File: config.mk
export PLATFORM = sky130hd
export DESIGN_NAME = mrrc_core
export DESIGN_NICKNAME = d
export VERILOG_FILES = /design/src/hdl/mrrc_pkg.sv /design/src/hdl/mrrc_core.sv /design/src/hdl/mrrc_macro_mem.sv
export SDC_FILE = /design/constraint.sdc
export NUM_CORES = 1
export LEC_CHECK = 0
export BUFFER_PORTS_ARGS = -buffer_cell sky130_fd_sc_hd__buf_2
export CAP_MARGIN = 20
export CORE_MARGIN = 2
export CORE_UTILIZATION = 42
export DETAILED_ROUTE_END_ITERATION = 7
export GPL_ROUTABILITY_DRIVEN = 0
export SYNTH_ARGS = -nofsm -noshare
export SYNTH_HDL_FRONTEND = slang
export SYNTH_HIERARCHICAL = 1
export SYNTH_SLANG_ARGS = --single-unit
File: constraint.sdc
create_clock -name clk_sys_in -period 3.45 [get_ports clk_sys_in]
set_clock_uncertainty 0.2 [all_clocks]
set_input_delay 0.1725 -clock clk_sys_in [delete_from_list [all_inputs] [get_ports clk_sys_in]]
set_output_delay 0.1725 -clock clk_sys_in [all_outputs]
set_load 0.005 [all_outputs]
File: src/hdl/mrrc_pkg.sv
// constants, field layout and enumerations for the macro response and routing control block
// assumes one 40 MHz clock; commands arrive already decoded from dtmf or serial front ends
// Notes on behaviour
// RULE1 - kill silences later responses inside macro
// RULE2 - without kill, macro commands answer normally
// RULE3 - macro changes stand until macro ends
// RULE4 - macro end restores previous routing port set
// RULE5 - route recall reports current routing ports
// RULE6 - direct route recall reports requesting port
// RULE7 - default set chooses ports for a source
// RULE8 - default set selector: 0 serial, 1 auto
// RULE9 - no port digits means route nowhere
// RULE10 - default recall selector: serial, scheduler, reset macro
// RULE11 - default answers give selector, IS, ports
// RULE12 - tone goes only to requesting port, silently
// RULE13 - tone stops on port digit or timer
// RULE14 - macro commands run in stored order
package mrrc_pkg;
	localparam int CLK_HZ           = 40_000_000;
	localparam int TONE_UNIT_MS     = 100;
	localparam int TONE_UNIT_CYCLES = CLK_HZ / 1000 * TONE_UNIT_MS;
	localparam int UNIT_CNT_W       = 22;
	localparam int ROUTE_W          = 8;
	localparam int PORT_W           = 2;
	localparam int NPORT            = 4;
	localparam int MAC_AW           = 4;
	localparam int MAC_DW           = 15;
	localparam int MAC_LAST_BIT     = 14;
	localparam int MAC_OP_LSB       = 10;
	localparam int MAC_SEL_LSB      = 8;
	localparam int MAC_ARG_LSB      = 0;
	localparam logic [ROUTE_W-1:0] ROUTE_RST     = 8'h00;
	localparam logic [ROUTE_W-1:0] DEF_SERIAL_RST = 8'h01;
	localparam logic [ROUTE_W-1:0] DEF_SCHED_RST  = 8'h01;
	localparam logic [ROUTE_W-1:0] DEF_RESETM_RST = 8'h01;
	localparam logic [7:0]         TONE_LEN_RST  = 8'h0A;
	localparam logic [1:0]         SEL_SERIAL    = 2'h0;
	localparam logic [1:0]         SEL_AUTO      = 2'h1;
	localparam logic [1:0]         SEL_RESETM    = 2'h2;
	localparam logic [MAC_AW-1:0]  PC_LAST       = 4'hF;

	typedef enum logic [3:0] {
		OP_GENERIC,
		OP_ROUTE_SET,
		OP_RESPONSE_KILL,
		OP_ROUTE_RECALL,
		OP_DEFAULT_ROUTE_SET,
		OP_DEFAULT_ROUTE_RECALL,
		OP_TONE_START,
		OP_TONE_TIMER,
		OP_MACRO_RUN
	} mrrc_op_type;

	typedef enum logic [1:0] {
		SRC_DTMF,
		SRC_SERIAL,
		SRC_SCHED,
		SRC_RESETM
	} mrrc_src_type;

	typedef enum logic [1:0] {
		RESP_NORMAL,
		RESP_ROUTE,
		RESP_DEFAULT
	} mrrc_resp_type;
endpackage

File: src/hdl/mrrc_core.sv
// command executor: routing port set, response kill, default routes, access tone, macro runner
// assumes decoded commands from the front ends and raw dtmf digit-present pins per radio port
`timescale 1ns/1ps
module mrrc_core #(
	parameter int TONE_UNIT_CYCLES = mrrc_pkg::TONE_UNIT_CYCLES
) (
	input  wire logic                        clk_sys_in,
	input  wire logic                        rst_n_in,
	input  wire logic                        cmd_valid_in,
	output logic                             cmd_ready_out,
	input  wire mrrc_pkg::mrrc_op_type       cmd_op_in,
	input  wire mrrc_pkg::mrrc_src_type      cmd_src_in,
	input  wire logic [mrrc_pkg::PORT_W-1:0] cmd_port_in,
	input  wire logic [1:0]                  cmd_sel_in,
	input  wire logic [mrrc_pkg::ROUTE_W-1:0] cmd_arg_in,
	input  wire logic                        mac_wr_en_in,
	input  wire logic [mrrc_pkg::MAC_AW-1:0] mac_wr_addr_in,
	input  wire logic [mrrc_pkg::MAC_DW-1:0] mac_wr_data_in,
	input  wire logic [mrrc_pkg::NPORT-1:0]  dtmf_digit_in,
	output logic                             resp_valid_out,
	output mrrc_pkg::mrrc_resp_type          resp_kind_out,
	output logic [mrrc_pkg::ROUTE_W-1:0]     resp_route_out,
	output logic [mrrc_pkg::ROUTE_W-1:0]     resp_ports_out,
	output logic [1:0]                       resp_sel_out,
	output logic                             resp_direct_out,
	output logic [mrrc_pkg::PORT_W-1:0]      resp_from_port_out,
	output logic                             tone_on_out,
	output logic [mrrc_pkg::PORT_W-1:0]      tone_port_out,
	output logic [mrrc_pkg::ROUTE_W-1:0]     route_port_set_out,
	output logic                             macro_busy_out
);
	typedef enum {ST_IDLE, ST_READ, ST_EXEC} mrrc_state_type;

	mrrc_state_type                 state;
	logic [mrrc_pkg::MAC_AW-1:0]    pc;
	logic [mrrc_pkg::MAC_DW-1:0]    mem_q;
	logic [mrrc_pkg::ROUTE_W-1:0]   audio_route_port_set;
	logic [mrrc_pkg::ROUTE_W-1:0]   saved_route;
	logic [mrrc_pkg::ROUTE_W-1:0]   def_route [3];
	logic                           kill;
	logic [mrrc_pkg::PORT_W-1:0]    macro_port;
	logic [mrrc_pkg::NPORT-1:0]     dtmf_s1;
	logic [mrrc_pkg::NPORT-1:0]     dtmf_s2;
	logic [7:0]                     tone_len;
	logic [7:0]                     len_left;
	logic [mrrc_pkg::UNIT_CNT_W-1:0] unit_cnt;
	logic                           unit_wrap;
	logic                           tone_expire;
	logic                           tone_digit;

	logic                           ex_fire;
	logic                           ex_macro;
	logic                           ex_last;
	mrrc_pkg::mrrc_op_type          ex_op;
	logic [1:0]                     ex_sel;
	logic [mrrc_pkg::ROUTE_W-1:0]   ex_arg;
	logic [mrrc_pkg::PORT_W-1:0]    ex_port;
	logic [mrrc_pkg::ROUTE_W-1:0]   src_route;
	logic [mrrc_pkg::ROUTE_W-1:0]   cur_route;
	logic                           ex_killed;
	logic                           want_resp;
	mrrc_pkg::mrrc_resp_type        next_kind;
	logic [mrrc_pkg::ROUTE_W-1:0]   next_ports;

	mrrc_macro_mem u_mem (
		.clk_sys_in  (clk_sys_in),
		.rst_n_in    (rst_n_in),
		.wr_en_in    (mac_wr_en_in),
		.wr_addr_in  (mac_wr_addr_in),
		.wr_data_in  (mac_wr_data_in),
		.rd_addr_in  (pc),
		.rd_data_out (mem_q)
	);

	assign cmd_ready_out      = (state == ST_IDLE);
	assign macro_busy_out     = (state != ST_IDLE);
	assign route_port_set_out = audio_route_port_set;

	// one execution slot shared by direct commands and macro steps
	always_comb begin
		ex_macro = (state == ST_EXEC);
		ex_fire  = ex_macro || (cmd_valid_in && state == ST_IDLE);
		ex_op    = ex_macro ? mrrc_pkg::mrrc_op_type'(mem_q[mrrc_pkg::MAC_OP_LSB +: 4]) : cmd_op_in;
		ex_sel   = ex_macro ? mem_q[mrrc_pkg::MAC_SEL_LSB +: 2] : cmd_sel_in;
		ex_arg   = ex_macro ? mem_q[mrrc_pkg::MAC_ARG_LSB +: mrrc_pkg::ROUTE_W] : cmd_arg_in;
		ex_port  = ex_macro ? macro_port : cmd_port_in;
		// a missing end mark cannot run the step pointer past the store
		ex_last  = ex_macro && (mem_q[mrrc_pkg::MAC_LAST_BIT] || pc == mrrc_pkg::PC_LAST);
		ex_killed = ex_macro && kill;
	end

	always_comb begin
		case (cmd_src_in)
			mrrc_pkg::SRC_DTMF:   src_route = mrrc_pkg::ROUTE_W'(8'h01 << cmd_port_in);
			mrrc_pkg::SRC_SERIAL: src_route = def_route[0];
			mrrc_pkg::SRC_SCHED:  src_route = def_route[1];
			default:              src_route = def_route[2];
		endcase
		cur_route = ex_macro ? audio_route_port_set : src_route;
	end

	always_comb begin
		want_resp  = 1'b0;
		next_kind  = mrrc_pkg::RESP_NORMAL;
		next_ports = '0;
		case (ex_op)
			mrrc_pkg::OP_GENERIC, mrrc_pkg::OP_TONE_TIMER: begin
				want_resp = 1'b1;
			end
			mrrc_pkg::OP_ROUTE_RECALL: begin
				want_resp  = 1'b1;
				next_kind  = mrrc_pkg::RESP_ROUTE;
				next_ports = cur_route;
			end
			mrrc_pkg::OP_DEFAULT_ROUTE_SET: begin
				want_resp  = (ex_sel <= mrrc_pkg::SEL_AUTO);
				next_kind  = mrrc_pkg::RESP_DEFAULT;
				next_ports = ex_arg;
			end
			mrrc_pkg::OP_DEFAULT_ROUTE_RECALL: begin
				want_resp  = (ex_sel <= mrrc_pkg::SEL_RESETM);
				next_kind  = mrrc_pkg::RESP_DEFAULT;
				next_ports = (ex_sel <= mrrc_pkg::SEL_RESETM) ? def_route[ex_sel] : '0;
			end
			default: begin
				want_resp = 1'b0;
			end
		endcase
	end

	// RULE14 ordered macro steps
	always_ff @(posedge clk_sys_in) begin
		if (!rst_n_in) begin
			state <= ST_IDLE;
			pc    <= '0;
		end else begin
			case (state)
				ST_IDLE: begin
					if (cmd_valid_in && cmd_op_in == mrrc_pkg::OP_MACRO_RUN) begin
						pc    <= cmd_arg_in[mrrc_pkg::MAC_AW-1:0];
						state <= ST_READ;
					end
				end
				ST_READ: begin
					state <= ST_EXEC;
				end
				ST_EXEC: begin
					if (ex_last) begin
						state <= ST_IDLE;
					end else begin
						pc    <= pc + 4'h1;
						state <= ST_READ;
					end
				end
				default: begin
					state <= ST_IDLE;
				end
			endcase
		end
	end

	always_ff @(posedge clk_sys_in) begin
		if (!rst_n_in) begin
			macro_port <= '0;
		end else if (ex_fire && !ex_macro && ex_op == mrrc_pkg::OP_MACRO_RUN) begin
			macro_port <= cmd_port_in;
		end
	end

	// RULE3 macro changes stand until the end
	// RULE4 end of macro restores the saved set
	always_ff @(posedge clk_sys_in) begin
		if (!rst_n_in) begin
			audio_route_port_set <= mrrc_pkg::ROUTE_RST;
			saved_route          <= mrrc_pkg::ROUTE_RST;
		end else if (ex_fire) begin
			if (ex_macro) begin
				if (ex_last) begin
					audio_route_port_set <= saved_route;
				end else if (ex_op == mrrc_pkg::OP_ROUTE_SET) begin
					audio_route_port_set <= ex_arg;
				end
			end else if (ex_op == mrrc_pkg::OP_ROUTE_SET) begin
				audio_route_port_set <= ex_arg;
			end else begin
				// macro steps start on the source route; the older set is kept for the end
				saved_route          <= audio_route_port_set;
				audio_route_port_set <= src_route;
				if (ex_op != mrrc_pkg::OP_MACRO_RUN) begin
					saved_route <= saved_route;
				end
			end
		end
	end

	// RULE1 kill holds for the rest of the macro
	always_ff @(posedge clk_sys_in) begin
		if (!rst_n_in) begin
			kill <= 1'b0;
		end else if (ex_fire && ex_macro) begin
			kill <= !ex_last && (kill || ex_op == mrrc_pkg::OP_RESPONSE_KILL);
		end else if (ex_fire) begin
			kill <= 1'b0;
		end
	end

	// RULE7 RULE8 RULE9 default route programming
	always_ff @(posedge clk_sys_in) begin
		if (!rst_n_in) begin
			def_route[0] <= mrrc_pkg::DEF_SERIAL_RST;
			def_route[1] <= mrrc_pkg::DEF_SCHED_RST;
			def_route[2] <= mrrc_pkg::DEF_RESETM_RST;
		end else if (ex_fire && ex_op == mrrc_pkg::OP_DEFAULT_ROUTE_SET
			&& ex_sel <= mrrc_pkg::SEL_AUTO) begin
			def_route[ex_sel] <= ex_arg;
		end
	end

	// RULE2 RULE5 RULE6 RULE10 RULE11 response strobe
	always_ff @(posedge clk_sys_in) begin
		if (!rst_n_in) begin
			resp_valid_out     <= 1'b0;
			resp_kind_out      <= mrrc_pkg::RESP_NORMAL;
			resp_route_out     <= '0;
			resp_ports_out     <= '0;
			resp_sel_out       <= '0;
			resp_direct_out    <= 1'b0;
			resp_from_port_out <= '0;
		end else begin
			resp_valid_out <= ex_fire && want_resp && !ex_killed;
			if (ex_fire && want_resp && !ex_killed) begin
				resp_kind_out      <= next_kind;
				resp_route_out     <= cur_route;
				resp_ports_out     <= next_ports;
				resp_sel_out       <= ex_sel;
				resp_direct_out    <= !ex_macro;
				resp_from_port_out <= ex_port;
			end
		end
	end

	always_ff @(posedge clk_sys_in) begin
		if (!rst_n_in) begin
			dtmf_s1 <= '0;
			dtmf_s2 <= '0;
		end else begin
			dtmf_s1 <= dtmf_digit_in;
			dtmf_s2 <= dtmf_s1;
		end
	end

	always_ff @(posedge clk_sys_in) begin
		if (!rst_n_in) begin
			tone_len <= mrrc_pkg::TONE_LEN_RST;
		end else if (ex_fire && ex_op == mrrc_pkg::OP_TONE_TIMER) begin
			tone_len <= ex_arg;
		end
	end

	assign unit_wrap   = (unit_cnt == mrrc_pkg::UNIT_CNT_W'(TONE_UNIT_CYCLES - 1));
	assign tone_expire = tone_on_out && unit_wrap && len_left <= 8'h01;
	assign tone_digit  = tone_on_out && dtmf_s2[tone_port_out];

	// RULE12 tone on requesting port only
	// RULE13 digit or timer ends the tone
	always_ff @(posedge clk_sys_in) begin
		if (!rst_n_in) begin
			tone_on_out   <= 1'b0;
			tone_port_out <= '0;
			unit_cnt      <= '0;
			len_left      <= '0;
		end else if (ex_fire && ex_op == mrrc_pkg::OP_TONE_START) begin
			tone_on_out   <= 1'b1;
			tone_port_out <= ex_port;
			unit_cnt      <= '0;
			len_left      <= tone_len;
		end else if (tone_expire || tone_digit) begin
			tone_on_out <= 1'b0;
		end else if (tone_on_out) begin
			unit_cnt <= unit_wrap ? '0 : unit_cnt + 1'b1;
			if (unit_wrap) begin
				len_left <= len_left - 8'h01;
			end
		end
	end
endmodule

File: src/hdl/mrrc_macro_mem.sv
// macro command store: one stored command per word, registered read
// assumes the loader writes whole words; read data lag the address by one clock
`timescale 1ns/1ps
module mrrc_macro_mem (
	input  wire logic                       clk_sys_in,
	input  wire logic                       rst_n_in,
	input  wire logic                       wr_en_in,
	input  wire logic [mrrc_pkg::MAC_AW-1:0] wr_addr_in,
	input  wire logic [mrrc_pkg::MAC_DW-1:0] wr_data_in,
	input  wire logic [mrrc_pkg::MAC_AW-1:0] rd_addr_in,
	output logic      [mrrc_pkg::MAC_DW-1:0] rd_data_out
);
	logic [mrrc_pkg::MAC_DW-1:0] store [2**mrrc_pkg::MAC_AW];

	always_ff @(posedge clk_sys_in) begin
		if (wr_en_in) begin
			store[wr_addr_in] <= wr_data_in;
		end
	end

	always_ff @(posedge clk_sys_in) begin
		if (!rst_n_in) begin
			rd_data_out <= '0;
		end else begin
			rd_data_out <= store[rd_addr_in];
		end
	end
endmodule

==> results of run 1 <==
stage by stage:
step	cells	cell area (sq um)	utilization [%]	hold slack (ns)
after floorplan	1150	15780	-	0.07137
after global placement	1682	16820	45.74	0.1809
after detailed placement	1682	16820	45.74	0.1888
after CTS	1785	18310	49.78	0.001968
after global routing	1785	18310	49.78	0.03469
final	1785	18310	49.78	0.006820
area by class of cell:
class / count / area [sq um] / area share, %
well taps: 468 / 585.6 / 3.198
flip-flops and latches: 377 / 10190 / 55.67
clock inverters: 17 / 82.58 / 0.4510
repair buffers: 158 / 1071 / 5.849
multi-input cells: 695 / 5223 / 28.52
clock buffers: 56 / 1102 / 6.020
inverters: 14 / 52.55 / 0.2870
metal layers:
metal  part of all wire (%)  GRT usage [%]  vias up
li1                       -              -     4620
met1                     45          26.95     4918
met2                     48          32.82      259
met3                    5.2          3.032       52
met4                    1.8          4.734        0
met5                      0              0        -
flip-flops by register name, summed over array words and instances (netlist names), 4 cells and up:
register	flops
u_mem/store	240
def_route	24
unit_cnt	22
u_mem/rd_data_out	15
len_left	8
resp_ports_out	8
resp_route_out	8
route_port_set_out	8
saved_route	8
tone_len	8
dtmf_s1	4
dtmf_s2	4
pc	4
cells in the mapped netlist (8+ instances only):
cell type	n	area, sq um
buf_2	19	95.09
clkbuf_1	27	101.4
mux4_1	8	210.2
a21oi_1	30	150.1
o22ai_1	10	62.56
mux2i_1	111	1111
and2_1	19	118.9
nor2_1	124	465.5
dfxtp_1	113	2262
nand2b_1	10	62.56
a22oi_1	20	150.1
o21ai_0	29	145.1
a222oi_1	8	80.08
nor2b_1	8	50.05
a211oi_1	10	75.07
edfxtp_1	264	7928
o211ai_1	15	112.6
xor2_1	10	87.58
nand3_1	18	90.09
inv_1	13	48.80
a221oi_1	11	96.34
mux4_2	26	585.6
mux2_2	8	90.09
nand4_1	9	56.30
nor3_1	10	50.05
nand2_1	88	330.3
xnor2_1	17	148.9
kinds of logic (layout without fill, tap and decap cells):
group / count (synthesis) / count (layout)
DFF: 377 / 377
adders and majority gates: 4 / 4
other: 2 / 8
muxes: 155 / 155
xor gates and xnor gates: 27 / 27
AOI/OAI and AO/OA: 167 / 167
buffers and inverters: 78 / 245
and+or+nand+nor: 334 / 334
repair_timing:
action | 4_1_cts | 5_1_grt
setup buffers | 0 | 0
hold endpoints to repair | 266 | 0
hold buffers | 30 | 0
final timing paths:
check	startpoint	end	slack, ns	cells after the start
worst max-delay path	state[1]	def_route[0][7]	0.33	7
worst min-delay path	cmd_arg_in[4]	route_port_set_out[4]	0.007	5
worst max register to register	state[1]	def_route[0][7]	0.33	7
worst min register to register	dtmf_s1[0]	dtmf_s2[0]	0.24	1
cell usage in the layout, fill, tap and decap left out, types with 17 or more instances in the layout:
cell type / n
edfxtp_1: 264
nor2_1: 112
dfxtp_1: 112
mux2i_1: 111
nand2_1: 88
buf_2: 81
buf_4: 46
clkbuf_16: 41
a21oi_1: 30
dlygate4sd3_1: 30
o21ai_0: 29
mux4_2: 26
a22oi_1: 20
and2_1: 19
nand3_1: 18
xnor2_1: 17
power groups by stage:
stage,sequential [mW],clock [mW],combinational (mW)
after CTS,5.01,4.00,0.506
after global routing,5.02,4.21,0.549
final,5.01,3.92,0.503
after floorplan,5.08,0,0.276
after detailed placement,5.10,0,0.477
after global placement,5.10,0,0.471
critical path, cell delays in order (launching register included):
cell and delay, ns:
dfxtp_1 0.55, nor2b_2 0.48, mux2i_1 0.41, and3_1 0.21, buf_4 0.16, and4_1 0.26, nand2b_1 0.21, nand2_1 0.33
==> reports/qor.yml, run 1 <==
status: "finished, final reports clean"
switchingPower_mw: 2.056
clkTransAtPathRegs_ns: 0.06
ir_drop_mv: 0.4472
cp-end-kind: "register"
vias: 9849
drc: 0
core_area_sq_um: 36790
finalPower_mw: 9.432
grtUsageTotal_pct: 19.62
max_freq_mhz: 320.4
worst_ep_arrival_time_ns: 3.12
synth_edf_count: 264
intPower_mw: 7.377
n_antenna_cell: 0
yosysWarnings: 6
netlist_instances: 1144
drive_gt1_share_pct: 18.68
totalWireLength_um: 38020
syn-cell-area_sq_um: 15760
dieArea_sq_um: 39080
grt_pass1_wl_um: 57900
maxSlewHeadroom_pct: 52.03
async_flop_share_pct: 0
cts_sinks: 377
grt_max_degree: 33
timing.final.crit_share_pct: 90.47
power.density_nw_per_um2: 515.1
hpwl_um: 24630
viasPerCell: 5.518
synth_flop_cell: "edfxtp_1"
nNetsFinal: 1335
synth-simple-area-share_pct: 10.53
synth_cell_type_count: 72
p_leak_nw: 6.490
synth_top_family_by_area: "multiplexers"
setup_viol: 0
boundaryPins: 82
p_comb_share_pct: 5.3
grt_pass1_vias: 9669
fin_setup_tns_ns: 0
synthXorXnorAreaFrac_pct: 1.501
clk_latency_ns: 0.53
initial_utilization_pct: 42.83
worstPathRequired_ns: 3.45
drtAntennaViolNets: 0
area_growth_pct: 16.21
drtPass1Iterations: 8
numCtsBuffers: 40
synthAdderAreaFrac_pct: 0.3176
ctsResizeCount: 0
crit_type: "reg -> reg"
slew_violations: 0
finalCriticalPeriod_ns: 3.121
cts_buffer_depth: 3
synth_compound_area_share_pct: 7.393
fill_cells: 3237
fp.dieW_um: 197.7
hold_violations: 0
ctsHtreeMaxLevel: 2
start_kind: "register"
tritoncts: "built"
maxCapViolCount: 0
cp_max_fo: 13
pre_cts_ws_ns: 0.4044
synth.avg_cell_area_sq_um: 13.77
synthMuxAreaShare_pct: 12.83
rsz0062_at_grt: "false"
fin_ws_ns: 0.3288
clkPwrFrac_pct: 41.6
antenna_found_initial: 1
port_buffers: 81
hp-class: "in -> reg"
fp.dieH_um: 197.7
wl_per_cell_um: 21.30
switching_share_pct: 21.80
pwr-share-seq_pct: 53.1
ys_ff_latch: 377
rows: 70
tightest_slew_ns: 0.7187
drt-initial-drc-count: 652
ys_seq_area_share_pct: 64.67
cts_root_buffer: "clkbuf_16"
overflow: 0
(Power assumes the default switching activity.)
==> run 2: changes to the inputs <==
==> constraint.sdc (replaced) <==
create_clock -name clk_sys_in -period 3.45 [get_ports clk_sys_in]
set_clock_uncertainty 0.2 [all_clocks]
set_input_delay 0.5175 -clock clk_sys_in [delete_from_list [all_inputs] [get_ports clk_sys_in]]
set_output_delay 0.5175 -clock clk_sys_in [all_outputs]
set_load 0.005 [all_outputs]
==> run 2 against run 1 <==
- die area is the same
- maximum frequency up 1.9%
- sequential share of layout area increased by 0.49 points
- sequential power about the same
- register-to-register slack better by 0.06 ns
- power grew 3.5%
- clock-buffer cell count up 5
- combinational power shrank 4.2%
- largest cell class unchanged
==> reports/qor.yml, run 2 (same netlist as run 1, synthesis figures left out) <==
grtUsageTotal_pct: 19.85  # was 19.62%
viasPerCell: 5.588  # was 5.518
slew_violations: 0  # unchanged
hpwl_um: 24360  # was 24,630 um
numCtsBuffers: 41  # was 40
postCtsHoldBufs: 4  # was 30
highest_layer: "met5"  # was met4
drtAntennaViolNets: 0  # unchanged
initial_utilization_pct: 42.83  # unchanged
reg_top3: "u_mem/store x240, def_route x24, unit_cnt x22"  # unchanged
hp-class: "in -> reg"  # unchanged
drtPass1Iterations: 5  # was 8
maxSlewHeadroom_pct: 37.03  # was 52.03%
tritoncts: "built"  # unchanged
layout_commonest_cell: "edfxtp_1"  # unchanged
rows: 70  # unchanged
max_freq_mhz: 326.3  # was 320.4 MHz
grt_pass1_vias: 9650  # was 9,669
timing.final.crit_share_pct: 88.82  # was 90.47%
ctsHtreeMaxLevel: 2  # unchanged
drc: 0  # unchanged
finalCriticalPeriod_ns: 3.064  # was 3.121 ns
worst_ep_arrival_time_ns: 3.07  # was 3.12 ns
r2r-start: "state[1]"  # unchanged
startpoint: "state[1]"  # unchanged
antenna_found_initial: 5  # was 1
grt_pass1_wl_um: 58590  # was 57,900 um
fp.dieH_um: 197.7  # unchanged
grt_max_degree: 37  # was 33
boundaryPins: 82  # unchanged
rsz0062_at_grt: "false"  # unchanged
setup_viol: 0  # unchanged
p_leak_nw: 6.419  # was 6.490 nW
status: "finished, final reports clean"  # unchanged
cts_setup_buffers: 0  # unchanged
dieArea_sq_um: 39080  # unchanged
cts_sinks: 377  # unchanged
clkTransAtPathRegs_ns: 0.06  # about the same
worstPathRequired_ns: 3.46  # was 3.45 ns
tightest_slew_ns: 0.9411  # was 0.7187 ns
power.density_nw_per_um2: 537.9  # was 515.1 nW/um^2
hold_violations: 0  # unchanged
start_kind: "register"  # unchanged
fp.dieW_um: 197.7  # unchanged
drt-initial-drc-count: 914  # was 652
core_area_sq_um: 36790  # unchanged
port_buffers: 81  # unchanged
largest_register_ffs: 240  # unchanged
met1_length_um: 16720  # was 17,140 um
ir_drop_mv: 0.4505  # was 0.4472 mV
fin_setup_tns_ns: 0  # unchanged
clk_latency_ns: 0.54  # was 0.53 ns
crit_type: "reg -> reg"  # unchanged
vias: 9813  # was 9,849
cp-end-kind: "register"  # unchanged
most-common-layout-cells: "edfxtp_1 (264), nor2_1 (112), dfxtp_1 (112)"  # unchanged
nNetsFinal: 1306  # was 1,335
maxCapViolCount: 0  # unchanged
n_antenna_cell: 0  # unchanged
totalWireLength_um: 38390  # was 38,020 um
regMostFlops: "u_mem/store"  # unchanged
drive_gt1_share_pct: 19.10  # was 18.68%
ctsResizeCount: 0  # unchanged
area_growth_pct: 15.19  # was 16.21%
cts_buffer_depth: 3  # unchanged
cts_root_buffer: "clkbuf_16"  # unchanged
final_core_util_pct: 49.34  # was 49.78%
met2_length_um: 18540  # was 18,200 um
hp-start: "rst_n_in"  # was cmd_arg_in[4]
overflow: 0  # unchanged
wl_met3_um: 2255  # was 1990 um
cp_max_fo: 13  # unchanged
wl_per_cell_um: 21.86  # was 21.30 um
[run 2: metal layers]
metal | vias up | global-route usage [%]
li1 | 4571 | -
met1 | 4849 | 27.05
met2 | 326 | 32.93
met3 | 65 | 3.390
met4 | 2 | 5.430
met5 | - | 0
[run 2: worst paths after layout]
| path | slack (ns) | end | depth (start not counted) |
|---|---|---|---|
| worst min register to register | 0.24 | dtmf_s2[2] | 1 |
| worst max register to register | 0.39 | def_route[0][3] | 7 |
| worst max-delay path | 0.39 | def_route[0][3] | 7 |
| worst min-delay path | 0.15 | state[1] | 3 |
[run 2: final cells by class]
cell class	count	area [sq um]
multi-input cells	695	5223
fillers	3201	18640
repair buffers	128	780.7
flip-flops and latches	377	10190
clock buffers	61	1174
clock inverters	13	141.4
inverters	14	52.55
well taps	468	585.6
[run 2: metrics by stage]
| step | setup slack, ns | hold slack [ns] | total power [mW] | instance area, sq um | instances |
|---|---|---|---|---|---|
| 6_report | 0.3858 | 0.1492 | 9.763 | 18150 | 1756 |
| 5_1_grt | 0.2006 | 0.1403 | 10.10 | 18150 | 1756 |
| 4_1_cts | 0.4156 | 0.1273 | 9.852 | 18150 | 1756 |
| 3_5_place_dp | 0.4236 | 0.2195 | 5.580 | 16790 | 1678 |
| 3_3_place_gp | 0.5241 | 0.2268 | 5.571 | 16790 | 1678 |
| 2_1_floorplan | 0.7477 | 0.2119 | 5.358 | 15780 | 1150 |
[run 2: report_power, final]
group	total, mW	internal [mW]	switching [mW]
registers	5.01	4.95	0.0580
clock network	4.27	2.52	1.75
logic	0.482	0.177	0.304
total	9.76	7.65	2.12
[run 2: critical path, stage by stage (launching register included)]
cell and delay (ns):
dfxtp_1 0.53, nor2b_2 0.46, mux2i_1 0.41, and3_1 0.21, buf_4 0.17, and4_1 0.24
nand2b_1 0.19, nand2_1 0.33
